==> src/verilog/pcc_pkg.sv <==
package pcc_pkg;

   // ***************************************************************
   // register map and fields
   // ***************************************************************
   localparam int unsigned ADDR_W        = 8;
   localparam logic [7:0]  OFF_CTRL      = 8'h00;
   localparam logic [7:0]  OFF_STATUS    = 8'h04;
   localparam logic [7:0]  OFF_REF_KHZ   = 8'h08;
   localparam logic [7:0]  OFF_DIV_KHZ   = 8'h0C;
   localparam logic [7:0]  OFF_LOOP_KHZ  = 8'h10;
   localparam logic [7:0]  OFF_CORE_KHZ  = 8'h14;

   localparam int unsigned POS_PREDIV    = 0;
   localparam int unsigned POS_MULT      = 4;
   localparam int unsigned POS_RANGE     = 12;
   localparam int unsigned POS_SOURCE    = 13;
   localparam int unsigned CTRL_W        = 15;

   localparam logic [3:0]  PREDIV_MAX    = 4'h9;
   localparam logic [1:0]  SRC_VCO       = 2'b11;
   localparam logic [1:0]  SRC_VCO_HALF  = 2'b01;

   // status bit positions
   localparam int unsigned ST_VALID      = 0;
   localparam int unsigned ST_DIVIN_BAD  = 1;
   localparam int unsigned ST_LOOP_BAD   = 2;
   localparam int unsigned ST_CORE_OVER  = 3;
   localparam int unsigned ST_REF_BAD    = 4;
   localparam int unsigned ST_W          = 5;

   // ***************************************************************
   // reset values
   // ***************************************************************
   localparam logic [3:0]  RST_PREDIV    = 4'h0;
   localparam logic [7:0]  RST_MULT      = 8'h00;
   localparam logic        RST_RANGE     = 1'b1;
   localparam logic [1:0]  RST_SOURCE    = 2'b00;

   // ***************************************************************
   // frequency windows, kHz
   // ***************************************************************
   localparam logic [31:0] DIVIN_MIN_KHZ = 32'h0000_2710;  // 10 MHz
   localparam logic [31:0] DIVIN_MAX_KHZ = 32'h0000_61A8;  // 25 MHz
   localparam logic [31:0] LOOP_MIN_KHZ  = 32'h0004_0F10;  // 266 MHz
   localparam logic [31:0] LOOP_MAX_KHZ  = 32'h0008_1E20;  // 532 MHz
   localparam logic [31:0] CORE_MAX_KHZ  = 32'h0004_93E0;  // 300 MHz
   localparam logic [31:0] REF_MAX_KHZ   = 32'h0001_86A0;  // 100 MHz

   // ***************************************************************
   // timing
   // ***************************************************************
   localparam int unsigned CLK_MHZ       = 125;
   localparam int unsigned MEAS_WIN_US   = 1000;
   // a 1 ms gate makes every edge count read directly in kHz
   localparam int unsigned MEAS_CYCLES   = MEAS_WIN_US * CLK_MHZ;

   typedef struct packed {
      logic [1:0] core_source_select;
      logic       vco_range_select;
      logic [7:0] loop_multiply_field;
      logic [3:0] input_predivide_field;
   } pcc_ctrl_t;

   localparam pcc_ctrl_t RST_CTRL = '{RST_SOURCE, RST_RANGE, RST_MULT, RST_PREDIV};

endpackage

==> src/verilog/pcc_prediv.sv <==
`timescale 1ns/100ps
module pcc_prediv (
   input  wire logic       hclk,       // system clock
   input  wire logic       hresetn,    // async reset, active low
   input  wire logic       ref_rise,   // one pulse per reference rising edge
   input  wire logic [3:0] div_code,   // predivide code
   output logic            div_tick    // one pulse per divided period
);
   import pcc_pkg::*;

   typedef struct packed {
      logic [3:0] cnt;
      logic       tick;
   } pcc_prediv_st_t;

   pcc_prediv_st_t st_reg;
   pcc_prediv_st_t st_next;

   always_comb begin
      st_next      = st_reg;
      st_next.tick = 1'b0;
      if (ref_rise) begin
         // a code lowered below the count restarts cleanly
         if (st_reg.cnt >= div_code) begin
            st_next.cnt  = 4'h0;
            st_next.tick = 1'b1;
         end else begin
            st_next.cnt = st_reg.cnt + 4'h1;
         end
      end
   end

   always_ff @(posedge hclk or negedge hresetn) begin
      if (!hresetn) begin
         st_reg <= '0;
      end else begin
         st_reg <= st_next;
      end
   end

   assign div_tick = st_reg.tick;
endmodule

==> src/verilog/pcc_top.sv <==
// Local design decisions: register access over AHB-Lite and the placing of the registers.
`timescale 1ns/100ps
module pcc_top #(
   parameter int unsigned MEAS_LEN = pcc_pkg::MEAS_CYCLES   // gate length in hclk cycles
) (
   input  wire logic                  hclk,                   // system clock
   input  wire logic                  hresetn,                // async reset, active low
   input  wire logic                  hsel,                   // slave select
   input  wire logic [31:0]           haddr,                  // byte address
   input  wire logic [1:0]            htrans,                 // transfer type
   input  wire logic                  hwrite,                 // write when high
   input  wire logic [2:0]            hsize,                  // transfer size
   input  wire logic [31:0]           hwdata,                 // write data
   input  wire logic                  hready,                 // bus ready in
   output logic                       hreadyout,              // slave ready
   output logic                       hresp,                  // always okay
   output logic [31:0]                hrdata,                 // read data
   input  wire logic                  reference_input_clock,  // reference clock pin
   output pcc_pkg::pcc_ctrl_t         clock_control_word,     // to the loop macro
   output logic [2:0]                 core_div_ratio,         // loop to core, 0 = ref
   output logic                       core_from_loop          // core runs off oscillator
);
   import pcc_pkg::*;

   // ***************************************************************
   // state
   // ***************************************************************
   typedef struct packed {
      pcc_ctrl_t         ctrl;
      logic              wr_pend;
      logic [ADDR_W-1:0] wr_addr;
      logic [31:0]       rdata;
      logic              ready;
      logic [2:0]        ref_s;
      logic [31:0]       win;
      logic [31:0]       ref_cnt;
      logic [31:0]       div_cnt;
      logic [31:0]       ref_khz;
      logic [31:0]       div_khz;
      logic [31:0]       loop_khz;
      logic [31:0]       core_khz;
      logic [ST_W-1:0]   status;
      logic [2:0]        ratio;
      logic              from_loop;
   } pcc_st_t;

   pcc_st_t st_reg;
   pcc_st_t st_next;

   logic ref_rise;
   logic div_tick;

   // first sync stage feeds only the second; edge uses stages two and three
   assign ref_rise = st_reg.ref_s[1] & ~st_reg.ref_s[2];

   pcc_prediv u_prediv (
      .hclk     (hclk),
      .hresetn  (hresetn),
      .ref_rise (ref_rise),
      .div_code (st_reg.ctrl.input_predivide_field),
      .div_tick (div_tick)
   );

   // ***************************************************************
   // helpers
   // ***************************************************************
   // codes past nine have no divider behind them, so they saturate
   function automatic pcc_ctrl_t clean_ctrl(input logic [31:0] w);
      pcc_ctrl_t c;
      c = pcc_ctrl_t'(w[CTRL_W-1:0]);
      if (c.input_predivide_field > PREDIV_MAX) begin
         c.input_predivide_field = PREDIV_MAX;
      end
      return c;
   endfunction

   function automatic logic [31:0] read_mux(input logic [ADDR_W-1:0] a,
                                            input pcc_ctrl_t c,
                                            input pcc_st_t s);
      logic [31:0] d;
      d = 32'h0000_0000;
      case (a)
         OFF_CTRL:     d = {{(32-CTRL_W){1'b0}}, c};
         OFF_STATUS:   d = {{(32-ST_W){1'b0}}, s.status};
         OFF_REF_KHZ:  d = s.ref_khz;
         OFF_DIV_KHZ:  d = s.div_khz;
         OFF_LOOP_KHZ: d = s.loop_khz;
         OFF_CORE_KHZ: d = s.core_khz;
         default:      d = 32'h0000_0000;
      endcase
      return d;
   endfunction

   // ***************************************************************
   // next state
   // ***************************************************************
   always_comb begin
      logic [31:0] vco;
      logic [31:0] core;
      logic [31:0] ref_lo;
      logic [31:0] ref_hi;
      logic [31:0] div_n;
      logic        top_ok;
      vco    = 32'h0000_0000;
      core   = 32'h0000_0000;
      ref_lo = 32'h0000_0000;
      ref_hi = 32'h0000_0000;
      div_n  = 32'h0000_0000;
      top_ok = 1'b0;

      st_next       = st_reg;
      st_next.ready = 1'b1;
      st_next.ref_s = {st_reg.ref_s[1:0], reference_input_clock};

      // data phase of a write
      st_next.wr_pend = 1'b0;
      if (st_reg.wr_pend && st_reg.wr_addr == OFF_CTRL) begin
         st_next.ctrl = clean_ctrl(hwdata);
      end

      // address phase; a read right after a write sees the new word
      top_ok = (haddr[31:ADDR_W] == '0) && (haddr[1:0] == 2'b00);
      if (hsel && htrans[1] && hready) begin
         if (hwrite) begin
            st_next.wr_pend = top_ok;
            st_next.wr_addr = haddr[ADDR_W-1:0];
         end else begin
            st_next.rdata = top_ok ? read_mux(haddr[ADDR_W-1:0], st_next.ctrl, st_reg)
                                   : 32'h0000_0000;
         end
      end

      // frequency gate
      if (st_reg.win >= 32'(MEAS_LEN - 1)) begin
         st_next.win     = 32'h0000_0000;
         // an edge on the gate's last cycle still belongs to this gate
         st_next.ref_khz = st_reg.ref_cnt + {31'h0, ref_rise};
         st_next.div_khz = st_reg.div_cnt + {31'h0, div_tick};
         st_next.ref_cnt = 32'h0000_0000;
         st_next.div_cnt = 32'h0000_0000;
         st_next.status[ST_VALID] = 1'b1;
      end else begin
         st_next.win     = st_reg.win + 32'h0000_0001;
         st_next.ref_cnt = st_reg.ref_cnt + {31'h0, ref_rise};
         st_next.div_cnt = st_reg.div_cnt + {31'h0, div_tick};
      end

      // derived frequencies: loop one cycle behind the latched counts, core from the loop two cycles behind
      st_next.loop_khz = 32'(st_reg.div_khz
                         * (32'(st_reg.ctrl.loop_multiply_field) + 32'h0000_0001));
      vco = st_reg.ctrl.vco_range_select ? st_reg.loop_khz
                                         : {1'b0, st_reg.loop_khz[31:1]};
      st_next.ratio     = 3'h0;
      st_next.from_loop = 1'b0;
      case (st_reg.ctrl.core_source_select)
         SRC_VCO: begin
            core              = vco;
            st_next.from_loop = 1'b1;
            st_next.ratio     = st_reg.ctrl.vco_range_select ? 3'h1 : 3'h2;
         end
         SRC_VCO_HALF: begin
            core              = {1'b0, vco[31:1]};
            st_next.from_loop = 1'b1;
            st_next.ratio     = st_reg.ctrl.vco_range_select ? 3'h2 : 3'h4;
         end
         default: begin
            core = st_reg.ref_khz;
         end
      endcase
      st_next.core_khz = core;

      // window checks that software is expected to keep
      div_n  = 32'(st_reg.ctrl.input_predivide_field) + 32'h0000_0001;
      ref_lo = 32'(DIVIN_MIN_KHZ * div_n);
      ref_hi = 32'(DIVIN_MAX_KHZ * div_n);
      if (ref_hi > REF_MAX_KHZ) begin
         ref_hi = REF_MAX_KHZ;
      end
      st_next.status[ST_REF_BAD]   = (st_reg.ref_khz < ref_lo)
                                   || (st_reg.ref_khz > ref_hi);
      st_next.status[ST_DIVIN_BAD] = (st_reg.div_khz < DIVIN_MIN_KHZ)
                                   || (st_reg.div_khz > DIVIN_MAX_KHZ);
      st_next.status[ST_LOOP_BAD]  = (st_reg.loop_khz < LOOP_MIN_KHZ)
                                   || (st_reg.loop_khz > LOOP_MAX_KHZ);
      st_next.status[ST_CORE_OVER] = st_reg.core_khz > CORE_MAX_KHZ;
   end

   // ***************************************************************
   // registers
   // ***************************************************************
   always_ff @(posedge hclk or negedge hresetn) begin
      if (!hresetn) begin
         st_reg      <= '0;
         st_reg.ctrl <= RST_CTRL;
      end else begin
         st_reg <= st_next;
      end
   end

   // ***************************************************************
   // outputs
   // ***************************************************************
   assign hreadyout          = st_reg.ready;
   assign hresp              = 1'b0;
   assign hrdata             = st_reg.rdata;
   assign clock_control_word = st_reg.ctrl;
   assign core_div_ratio     = st_reg.ratio;
   assign core_from_loop     = st_reg.from_loop;

   // note: hclk at 125 MHz samples the reference pin, so measured kHz is only
   // exact below about 60 MHz reference; status then reads as a guide only
endmodule
==> config.mk <==
export PLATFORM = sky130hd
export DESIGN_NAME = pcc_top
export DESIGN_NICKNAME = d
export VERILOG_FILES = /design/src/verilog/pcc_pkg.sv /design/src/verilog/pcc_prediv.sv /design/src/verilog/pcc_top.sv
export SDC_FILE = /design/constraint.sdc
export NUM_CORES = 1
export LEC_CHECK = 0
export ABC_CLOCK_PERIOD_IN_PS = 9800
export BUFFER_PORTS_ARGS = -buffer_cell sky130_fd_sc_hd__buf_4
export CORE_AREA = 3 3 248 189
export DETAILED_ROUTE_END_ITERATION = 10
export DIE_AREA = 0 0 251 192
export PLACE_DENSITY = 0.74
export SKIP_CTS_REPAIR_TIMING = 1
export SYNTH_ARGS = -nofsm -noshare
export SYNTH_HDL_FRONTEND = slang
export SYNTH_SLANG_ARGS = --single-unit
==> constraint.sdc <==
create_clock -name hclk -period 9.8 [get_ports hclk]
set_input_delay 1.96 -clock hclk [delete_from_list [all_inputs] [get_ports hclk]]
set_output_delay 1.96 -clock hclk [all_outputs]
set_load 0.03 [all_outputs]
== After elaboration in Yosys (flattened, before gate mapping) ==
Cells that the tools add are included.
Widths: inputs -> output; s select.
Cells by class
  equality and inequality tests: 7
  order comparisons: 11
  bitwise logic cells: 3
  add/subtract/negate cells: 6
  reduce and logical (&&, ||, !) cells: 13
  multiplexer cells: 17
  multiply operators: 3
Operator list (count)
  $pmux 32 s6: 1
  $mux 32: 3
  $mux 96: 1
  $add 32x1->32: 2
  $pmux 32 s2: 1
  $mux 41: 1
  $add 32x1->32 const B: 1
  $ge 32x17->1 const B: 1
  $gt 32x15->1 const B: 1
  $gt 32x19->1 const B: 1
  $gt 32x20->1 const B: 1
  $gt 32x32->1: 1
  $lt 32x14->1 const B: 1
  $lt 32x19->1: 1
  $lt 32x19->1 const B: 1
  $mul 32x9->32: 1
  $logic_not 24->1: 1
  $gt 20x17->1 const B: 1
  $mux 20: 1
  $mul 12x5->17 const A: 1
  $eq 8x4->1 const B: 2
  $eq 8x5->1 const B: 2
  $logic_not 8->1: 2
  $mul 10x5->15 const A: 1
  other kinds (21): 30
Word-level totals
  flip-flop bits (word level): 298
  output and inout port bits: 53
  logic and storage cells: 82

== Longest topological paths before layout ==
Gate-level depths: netlist of the first run.
  word-level depth: 7
  mapped depth: 24
  gate-level depth less buffers: 23

== By module ==
Synthesis of the first run repeated with hierarchy kept, for this count alone.
Unflattened totals
  cells, all modules: 2374
  area, all modules: 23058.4 um^2
Modules (own cells, without submodules)
  pcc_top: area each 22728.0 um^2, cells an instance 2340, times used 1
  pcc_prediv: area each 330.3 um^2, cells an instance 34, times used 1

== Worst setup path after synthesis of the first run ==
OpenSTA, ideal clock, no wires.
  path type: register to register
  start: register st_reg, in the netlist clock_control_word[6]
  end: register st_reg[69] (netlist bit)
  required time: 9.672 ns
  arrival: 5.668 ns
  clock period less this slack: 5.796 ns
  library setup time: 0.128 ns
  stages on the path, launching flop included: 23
  path buffers: 1
  setup slack: 4.004 ns
  cells stage by stage: dfrtp_1 -> and3_1 -> and2_1 -> nand4_1 -> xnor2_1 -> clkbuf_1 -> and2_1 -> fa_1 -> fa_1 -> fa_1 -> inv_1 -> fa_1 -> inv_1 -> ha_1 -> a21o_1 -> a21o_1 -> a21o_1 -> a21o_1 -> a21o_1 -> a221o_2 -> a21oi_4 -> a21oi_1 -> xor2_1
RTL lines
  from (decl): line pcc_top.sv:47  | pcc_st_t st_reg;
  from (signal assigned): line pcc_top.sv:196  | st_reg <= st_next;

==> flow_summary.yaml, run 1 <==
route:
  via_per_inst: 5.75
  drt-total-wl_um: 60300
  dr_total_vias: 17700
  firstDrtPassIters: 5
  wl_per_cell_um: 19.6
  drcViolationCount: 0
  postRouteAntennaNets: 0
  drtIter0Drc: 1820
cts:
  clock_latency_ns: 0.61
  clock_path_buffers: 3
  cts_tree: "built"
  cts-root-buf: "clkbuf_16"
  path_clk_slew_ns: 0.07
  clock-sinks: 298
  htree_levels: 1
  cts-buffers-inserted: 31
floorplan:
  die_height_um: 192
  die_area_um2: 48200
  core_um2: 44600
  start_util_pct: 51.8
  fp-row-count: 67
  io_pins: 128
  die_x_um: 251
synthesis:
  syn_avg_cell_area_um2: 9.36
  yosys_most_used_dff: "dfrtp_1"
  ys_seq_area_share_pct: 32.3
  synth-edff-count: 0
  synth-seq-cells: 298
  synth.cell_area_um2: 23100
  synthCells: 2467
  synth_warnings: 0
  synth.distinct_cells: 67
  synthArstFlopShare_pct: 100
run_status:
  status: "complete, no violations"
grt:
  grt_pass1_vias: 18300
  grt_overflow: 0
  antenna_found_initial: 5
  grt_first_pass_wirelength_um: 98500
  track_usage_pct: 25.6
  grt_start_max_net_pins: 112
run:
  maxCapViolations: 0
power:
  p_per_area_nw_per_um2: 115
  power.internal_mw: 2.13
  ir_drop_mv: 0.136
  clockPowerShare_pct: 44.0
  seq_power_share_pct: 44.5
  p_switching_mw: 0.773
  p_sw_share_pct: 26.6
  p_leak_nw: 12.3
  combinationalPowerShare_pct: 11.5
sta:
  finalCriticalPeriod_ns: 7.33
  fin_worst_skew_ns: 0.0430
  finalHoldViolations: 0
  slew_viol_final: 0
  tightest_slew_ns: 1.22
  setup_tns_ns: 0
  fin_crit_sh_pct: 74.8
  finalSetupViolCount: 0
  fmax_mhz: 136
  max-slew-margin-rel_pct: 18.7
  rsz0062_at_grt: "no"
critical_path:
  crit_fanout: 27
  path_class: "register to register"
  cp_data_arrival_time_ns: 7.83
  startpoint_type: "register"
  end_kind: "register"
  required_ns: 10.29
layout:
  layout.nets: 2854
  fillers: 3823
  postLayoutCoreUtil_pct: 56.5
  layout-drive-gt1-share_pct: 9.43
  largest_reg_flops: 239
  syn_to_final_growth_pct: 9.03
placed_design:
  gp_congestion: 0.929
  place_hpwl_um: 44100
  port_buffers: 105
hold_path:
  hp-class: "register to register"
==> path summary, 6_finish.rpt <==
path / start / end / slack, ns / cells after the start
max reg2reg: clock_control_word[4] / st_reg[69] / 2.47 / 19
max in group asynchronous: hresetn / st_reg[221] / 6.02 / 3
min reg2reg: st_next[234] / st_next[235] / 0.34 / 0
min in group asynchronous: hresetn / st_reg[272] / 1.33 / 1
max: clock_control_word[4] / st_reg[69] / 2.47 / 19
min: st_next[234] / st_next[235] / 0.34 / 0
==> per-layer routing <==
| metal | global-route usage [%] | vias to the layer above | part of all wire, % |
|---|---|---|---|
| li1 | - | 8075 | - |
| met1 | 36.0 | 8806 | 43 |
| met2 | 39.1 | 714 | 44 |
| met3 | 7.64 | 118 | 11 |
| met4 | 6.04 | 6 | 2.4 |
| met5 | 0 | - | 0.056 |
==> cell usage after synthesis, types with 17 or more instances <==
cell      count  share of area [%]
and2_1       71                1.9
ha_1        129                7.0
a211oi_1     18               0.59
mux2_2       31                1.5
nand3_1      71                1.5
clkbuf_1    101                1.6
dfrtp_1     297                 32
o21ai_0      62                1.3
nor3_1       28               0.61
nand2_1     193                3.1
a22o_1       31                1.2
fa_1        183                 16
a221oi_1     18               0.68
nor2b_1      93                2.5
a21o_1       28               0.91
buf_4        51                1.7
nand2b_1     46                1.2
a21oi_1     142                3.1
and3_1       20               0.54
mux2i_1      31                1.3
inv_1       263                4.3
a22oi_1      28               0.91
xnor2_1      86                3.3
xor2_1       54                2.0
nor4_1       21               0.57
nor2_1      219                3.6
nand4_1      17               0.46
==> critical path, stage by stage (launching register included) <==
cell,delay (ns)
dfrtp_1,1.15
nand3_1,0.36
xor2_4,1.00
nor2b_1,0.18
fa_1,0.63
fa_1,0.45
fa_1,0.55
inv_1,0.05
fa_1,0.52
inv_1,0.04
ha_1,0.37
a21o_1,0.20
a21o_1,0.18
a21o_1,0.20
a2bb2oi_1,0.16
o21ai_1,0.20
a221o_2,0.44
a21oi_4,0.21
a21oi_1,0.11
xor2_1,0.15
==> logic make-up after synthesis <==
family	Yosys count	share of synthesized area, %
and+or+nand+nor	810	17.2
buffers and inverters	438	7.98
AOI/OAI and AO/OA	405	11.5
adders and majority gates	312	22.9
DFF	298	32.3
xor gates and xnor gates	140	5.31
muxes	62	2.86
other	2	0.0325
==> stage by stage <==
step	worst slack, ns	std cells	hold WS, ns	area (um2)	total power, mW
5_1_grt	2.09	3077	0.356	25200	3.01
4_1_cts	2.63	3077	0.345	25200	2.92
3_5_place_dp	2.65	3020	0.346	24100	1.65
6_report	2.47	3080	0.342	25200	2.91
3_3_place_gp	2.83	3020	0.340	24100	1.63
2_1_floorplan	4.00	2482	0.331	23100	1.52
==> final cells by class <==
class                   instances  area, um2  share of cell area, %
diodes                          3       7.51                 0.0298
clock buffers                  41        883                   3.51
clock inverters                16        213                  0.845
inverters                     264        991                   3.94
multi-input cells            1746      13900                   55.4
flip-flops and latches        298       7460                   29.6
well taps                     586        733                   2.91
repair buffers                126        953                   3.79
==> cell usage in the layout, fill, tap and decap left out, types with 4 or more instances in the layout <==
cell and n:
dfrtp_1 296, inv_1 263, nor2_1 219, nand2_1 193, fa_1 183, a21oi_1 142, ha_1 129, buf_4 125
nor2b_1 93, xnor2_1 84, nand3_1 71, and2_1 71, o21ai_0 62, xor2_1 50, nand2b_1 46, mux2i_1 31
mux2_2 31, a22o_1 31, clkbuf_16 31, a21o_1 28, a22oi_1 28, nor3_1 27, and3_1 20, nor4_1 20
a211oi_1 18, a221oi_1 18, nand4_1 17, conb_1 17, o21a_1 14, a2111oi_0 12, o211ai_1 8, or4_1 8
clkbuf_8 7, clkinv_2 6, o31ai_1 5, and4_1 4, bufinv_16 4
==> power groups by stage <==
stage	registers (mW)	clock network [mW]	logic (mW)
CTS	1.29	1.30	0.334
finish	1.29	1.28	0.335
detailed placement	1.31	0	0.332
global placement	1.31	0	0.318
global route	1.29	1.35	0.373
floorplan	1.30	0	0.221
No activity file was read; power rests on OpenSTA's default activity.
==> inputs of run 2 (changes only) <==
- ABC_AREA: default -> 1
- ABC_CLOCK_PERIOD_IN_PS: 9800 -> 7600
- CORE_AREA: 3 3 248 189 -> 3 3 251 191
- DIE_AREA: 0 0 251 192 -> 0 0 254 194
- clock period: 9.8 -> 7.6 ns (I/O delays scaled with it)
==> run 2 against run 1 <==
- flip-flop and latch count is the same
- critical path type unchanged
- die area grew 2.2%
- critical path depth unchanged
==> flow_summary.yaml, run 2 <==
run_status:
  status: "complete, no violations"
synthesis:
  synth_common_cells: "nand2_1, inv_1, nor2_1, dfrtp_1, fa_1"
  synth.cell_area_um2: 23700
  synth_warnings: 0
  synth_most_common_cell: "nand2_1"
  synth_area_leaders: "dfrtp_1, fa_1, nand2_1"
  synthArstFlopShare_pct: 100
  synthDominantCellAreaShare_pct: 31.3
  synth-seq-cells: 298
  yosysTopAreaCell: "dfrtp_1"
  synthCells: 2958
  synth.distinct_cells: 58
  ys_seq_area_share_pct: 31.4
  synth-edff-count: 0
  syn_avg_cell_area_um2: 8.02
  yosys_most_used_dff: "dfrtp_1"
layout:
  largest_reg_flops: 239
  final_common_cell: "nand2_1"
  n_antenna_cell: 0
  final_cell_mix: "nand2_1, inv_1, nor2_1"
  fillers: 4153
  regArea_um2: 7460
  fin_cells: 3617
  layout-drive-gt1-share_pct: 7.74
  postLayoutCoreUtil_pct: 56.6
  syn_to_final_growth_pct: 9.23
  multi_input_area_um2: 13600
  layout.nets: 3386
route:
  drt-total-wl_um: 67400
  postRouteAntennaNets: 0
  dr_total_vias: 20300
  top_layer: "met5"
  drtIter0Drc: 1955
  via_per_inst: 5.61
  wl_per_cell_um: 18.6
  dr_wl_met2_um: 27700
  wl_met3_um: 7420
  firstDrtPassIters: 6
  drcViolationCount: 0
  wl_met1_um: 30400
critical_path:
  crit_top_cell: "fa_1"
  end_kind: "register"
  path_class: "register to register"
  required_ns: 8.04
  startpoint_type: "register"
  path_cells: "ha_1 -> nand2_1 -> nor2_1 -> nand3_1 -> nor2_1 -> fa_1 -> fa_1 -> fa_1 -> inv_1 -> fa_1 -> inv_1 -> ha_1 -> nand2_1 -> nor4_1 -> buf_4 -> nand4_1 -> nand3_1 -> a21oi_1 -> xnor2_1"
  cp_data_arrival_time_ns: 7.19
  max_stage_delay_ns: 0.64
  critPathSlowestCell: "dfrtp_1"
  ff2ff_path_depth: 19
  crit_fanout: 13
cts:
  path_clk_slew_ns: 0.06
  clock-sinks: 298
  htree_levels: 2
  clock_latency_ns: 0.55
  cts-root-buf: "clkbuf_16"
  clock_path_buffers: 3
  cts-buffers-inserted: 34
  cts_tree: "built"
power:
  ir_drop_mv: 0.152
  p_leak_nw: 12.3
  power.total_mw: 3.47
  p_per_area_nw_per_um2: 134
sta:
  fin_crit_sh_pct: 88.9
  finalSetupViolCount: 0
  slew_viol_final: 0
  fin_worst_skew_ns: 0.0250
  finalHoldViolations: 0
  setup_tns_ns: 0
  rsz0062_at_grt: "no"
  tightest_slew_ns: 1.14
  max-slew-margin-rel_pct: 23.4
  fmax_mhz: 148
  finalCriticalPeriod_ns: 6.75
hold_path:
  hp-class: "register to register"
  hold_path_depth: 0
grt:
  track_usage_pct: 28.0
  grt_pass1_vias: 20300
  grt_first_pass_wirelength_um: 109000
  grt_overflow: 0
  grt_start_max_net_pins: 126
  antenna_found_initial: 2
floorplan:
  die_area_um2: 49300
  core_um2: 45800
  start_util_pct: 51.8
  die_height_um: 194
  die_x_um: 254
  fp-row-count: 68
  io_pins: 128
run:
  maxCapViolations: 0
placed_design:
  dpl.cell_count: 3558
  gp_congestion: 0.946
  port_buffers: 105
  place_hpwl_um: 52700
-- run 2: cell count changes after synthesis, moves of 46 or more --
| cell | previous run | this run |
|---|---|---|
| nand2_1 | 193 | 578 |
| nor2b_1 | 93 | 0 |
| inv_1 | 263 | 520 |
| nand2b_1 | 46 | 0 |
| o21ai_0 | 62 | 180 |
| a21oi_1 | 142 | 92 |
| nor2_1 | 219 | 337 |
| xnor2_1 | 86 | 22 |
| and2_1 | 71 | 0 |
-- run 2: layer usage --
metal | GRT usage, % | up-vias
met5 | 0 | -
met4 | 7.58 | 2
met3 | 6.88 | 123
met2 | 40.4 | 958
met1 | 42.1 | 9897
li1 | - | 9323
-- run 2: path summary, 6_finish.rpt --
check	start	endpoint	slack, ns
worst max register to register	clock_control_word[5]	st_reg[66]	0.85
worst max-delay path	clock_control_word[5]	st_reg[66]	0.85
max in group asynchronous	hresetn	st_reg[276]	5.01
worst min register to register	st_next[234]	st_next[235]	0.35
worst min-delay path	st_next[234]	st_next[235]	0.35
min in group asynchronous	hresetn	st_reg[231]	1.03
-- run 2: cell families (layout without fill, tap and decap cells) --
group / Yosys count / after routing / share of synthesized area [%]
and+or+nand+nor: 1170 / 1170 / 20.9
buffers and inverters: 671 / 720 / 11.6
AOI/OAI and AO/OA: 399 / 399 / 9.90
adders and majority gates: 312 / 312 / 22.3
DFF: 298 / 298 / 31.4
xor gates and xnor gates: 103 / 103 / 3.80
muxes: 3 / 3 / 0.142
other: 2 / 17 / 0.0317
-- run 2: worst max-delay path: cells and delay by family, from the launching register on --
kind / cells / cell delay [ns]
and+or+nand+nor: 8 / 2.48
buffers and inverters: 3 / 0.35
AOI/OAI and AO/OA: 1 / 0.12
DFF: 1 / 0.64
xor gates and xnor gates: 1 / 0.22
adders and majority gates: 6 / 2.82
-- run 2: cell type report --
| type | count | area share, % |
|---|---|---|
| clock buffer | 46 | 3.65 |
| clock inverter | 13 | 0.667 |
| inverter | 530 | 7.68 |
| multi-input combinational | 2004 | 52.5 |
| sequential | 298 | 28.8 |
| tap | 595 | 2.87 |
| timing repair buffer | 131 | 3.87 |
-- run 2: power by group --
group | leakage, nW | switching, mW | internal (mW)
Sequential | 4.00 | 0.0197 | 1.61
Clock | 0.552 | 0.710 | 0.985
Combinational | 7.78 | 0.0886 | 0.0511
Total | 12.3 | 0.818 | 2.65
-- run 2: per-stage QoR --
stage,hold WS (ns),setup WS (ns),instance area (um2)
after floorplan,0.331,2.57,23800
after global placement,0.336,1.19,24800
after detailed placement,0.340,1.17,24800
after CTS,0.354,1.15,25900
after global routing,0.359,0.628,25900
final,0.350,0.846,25900
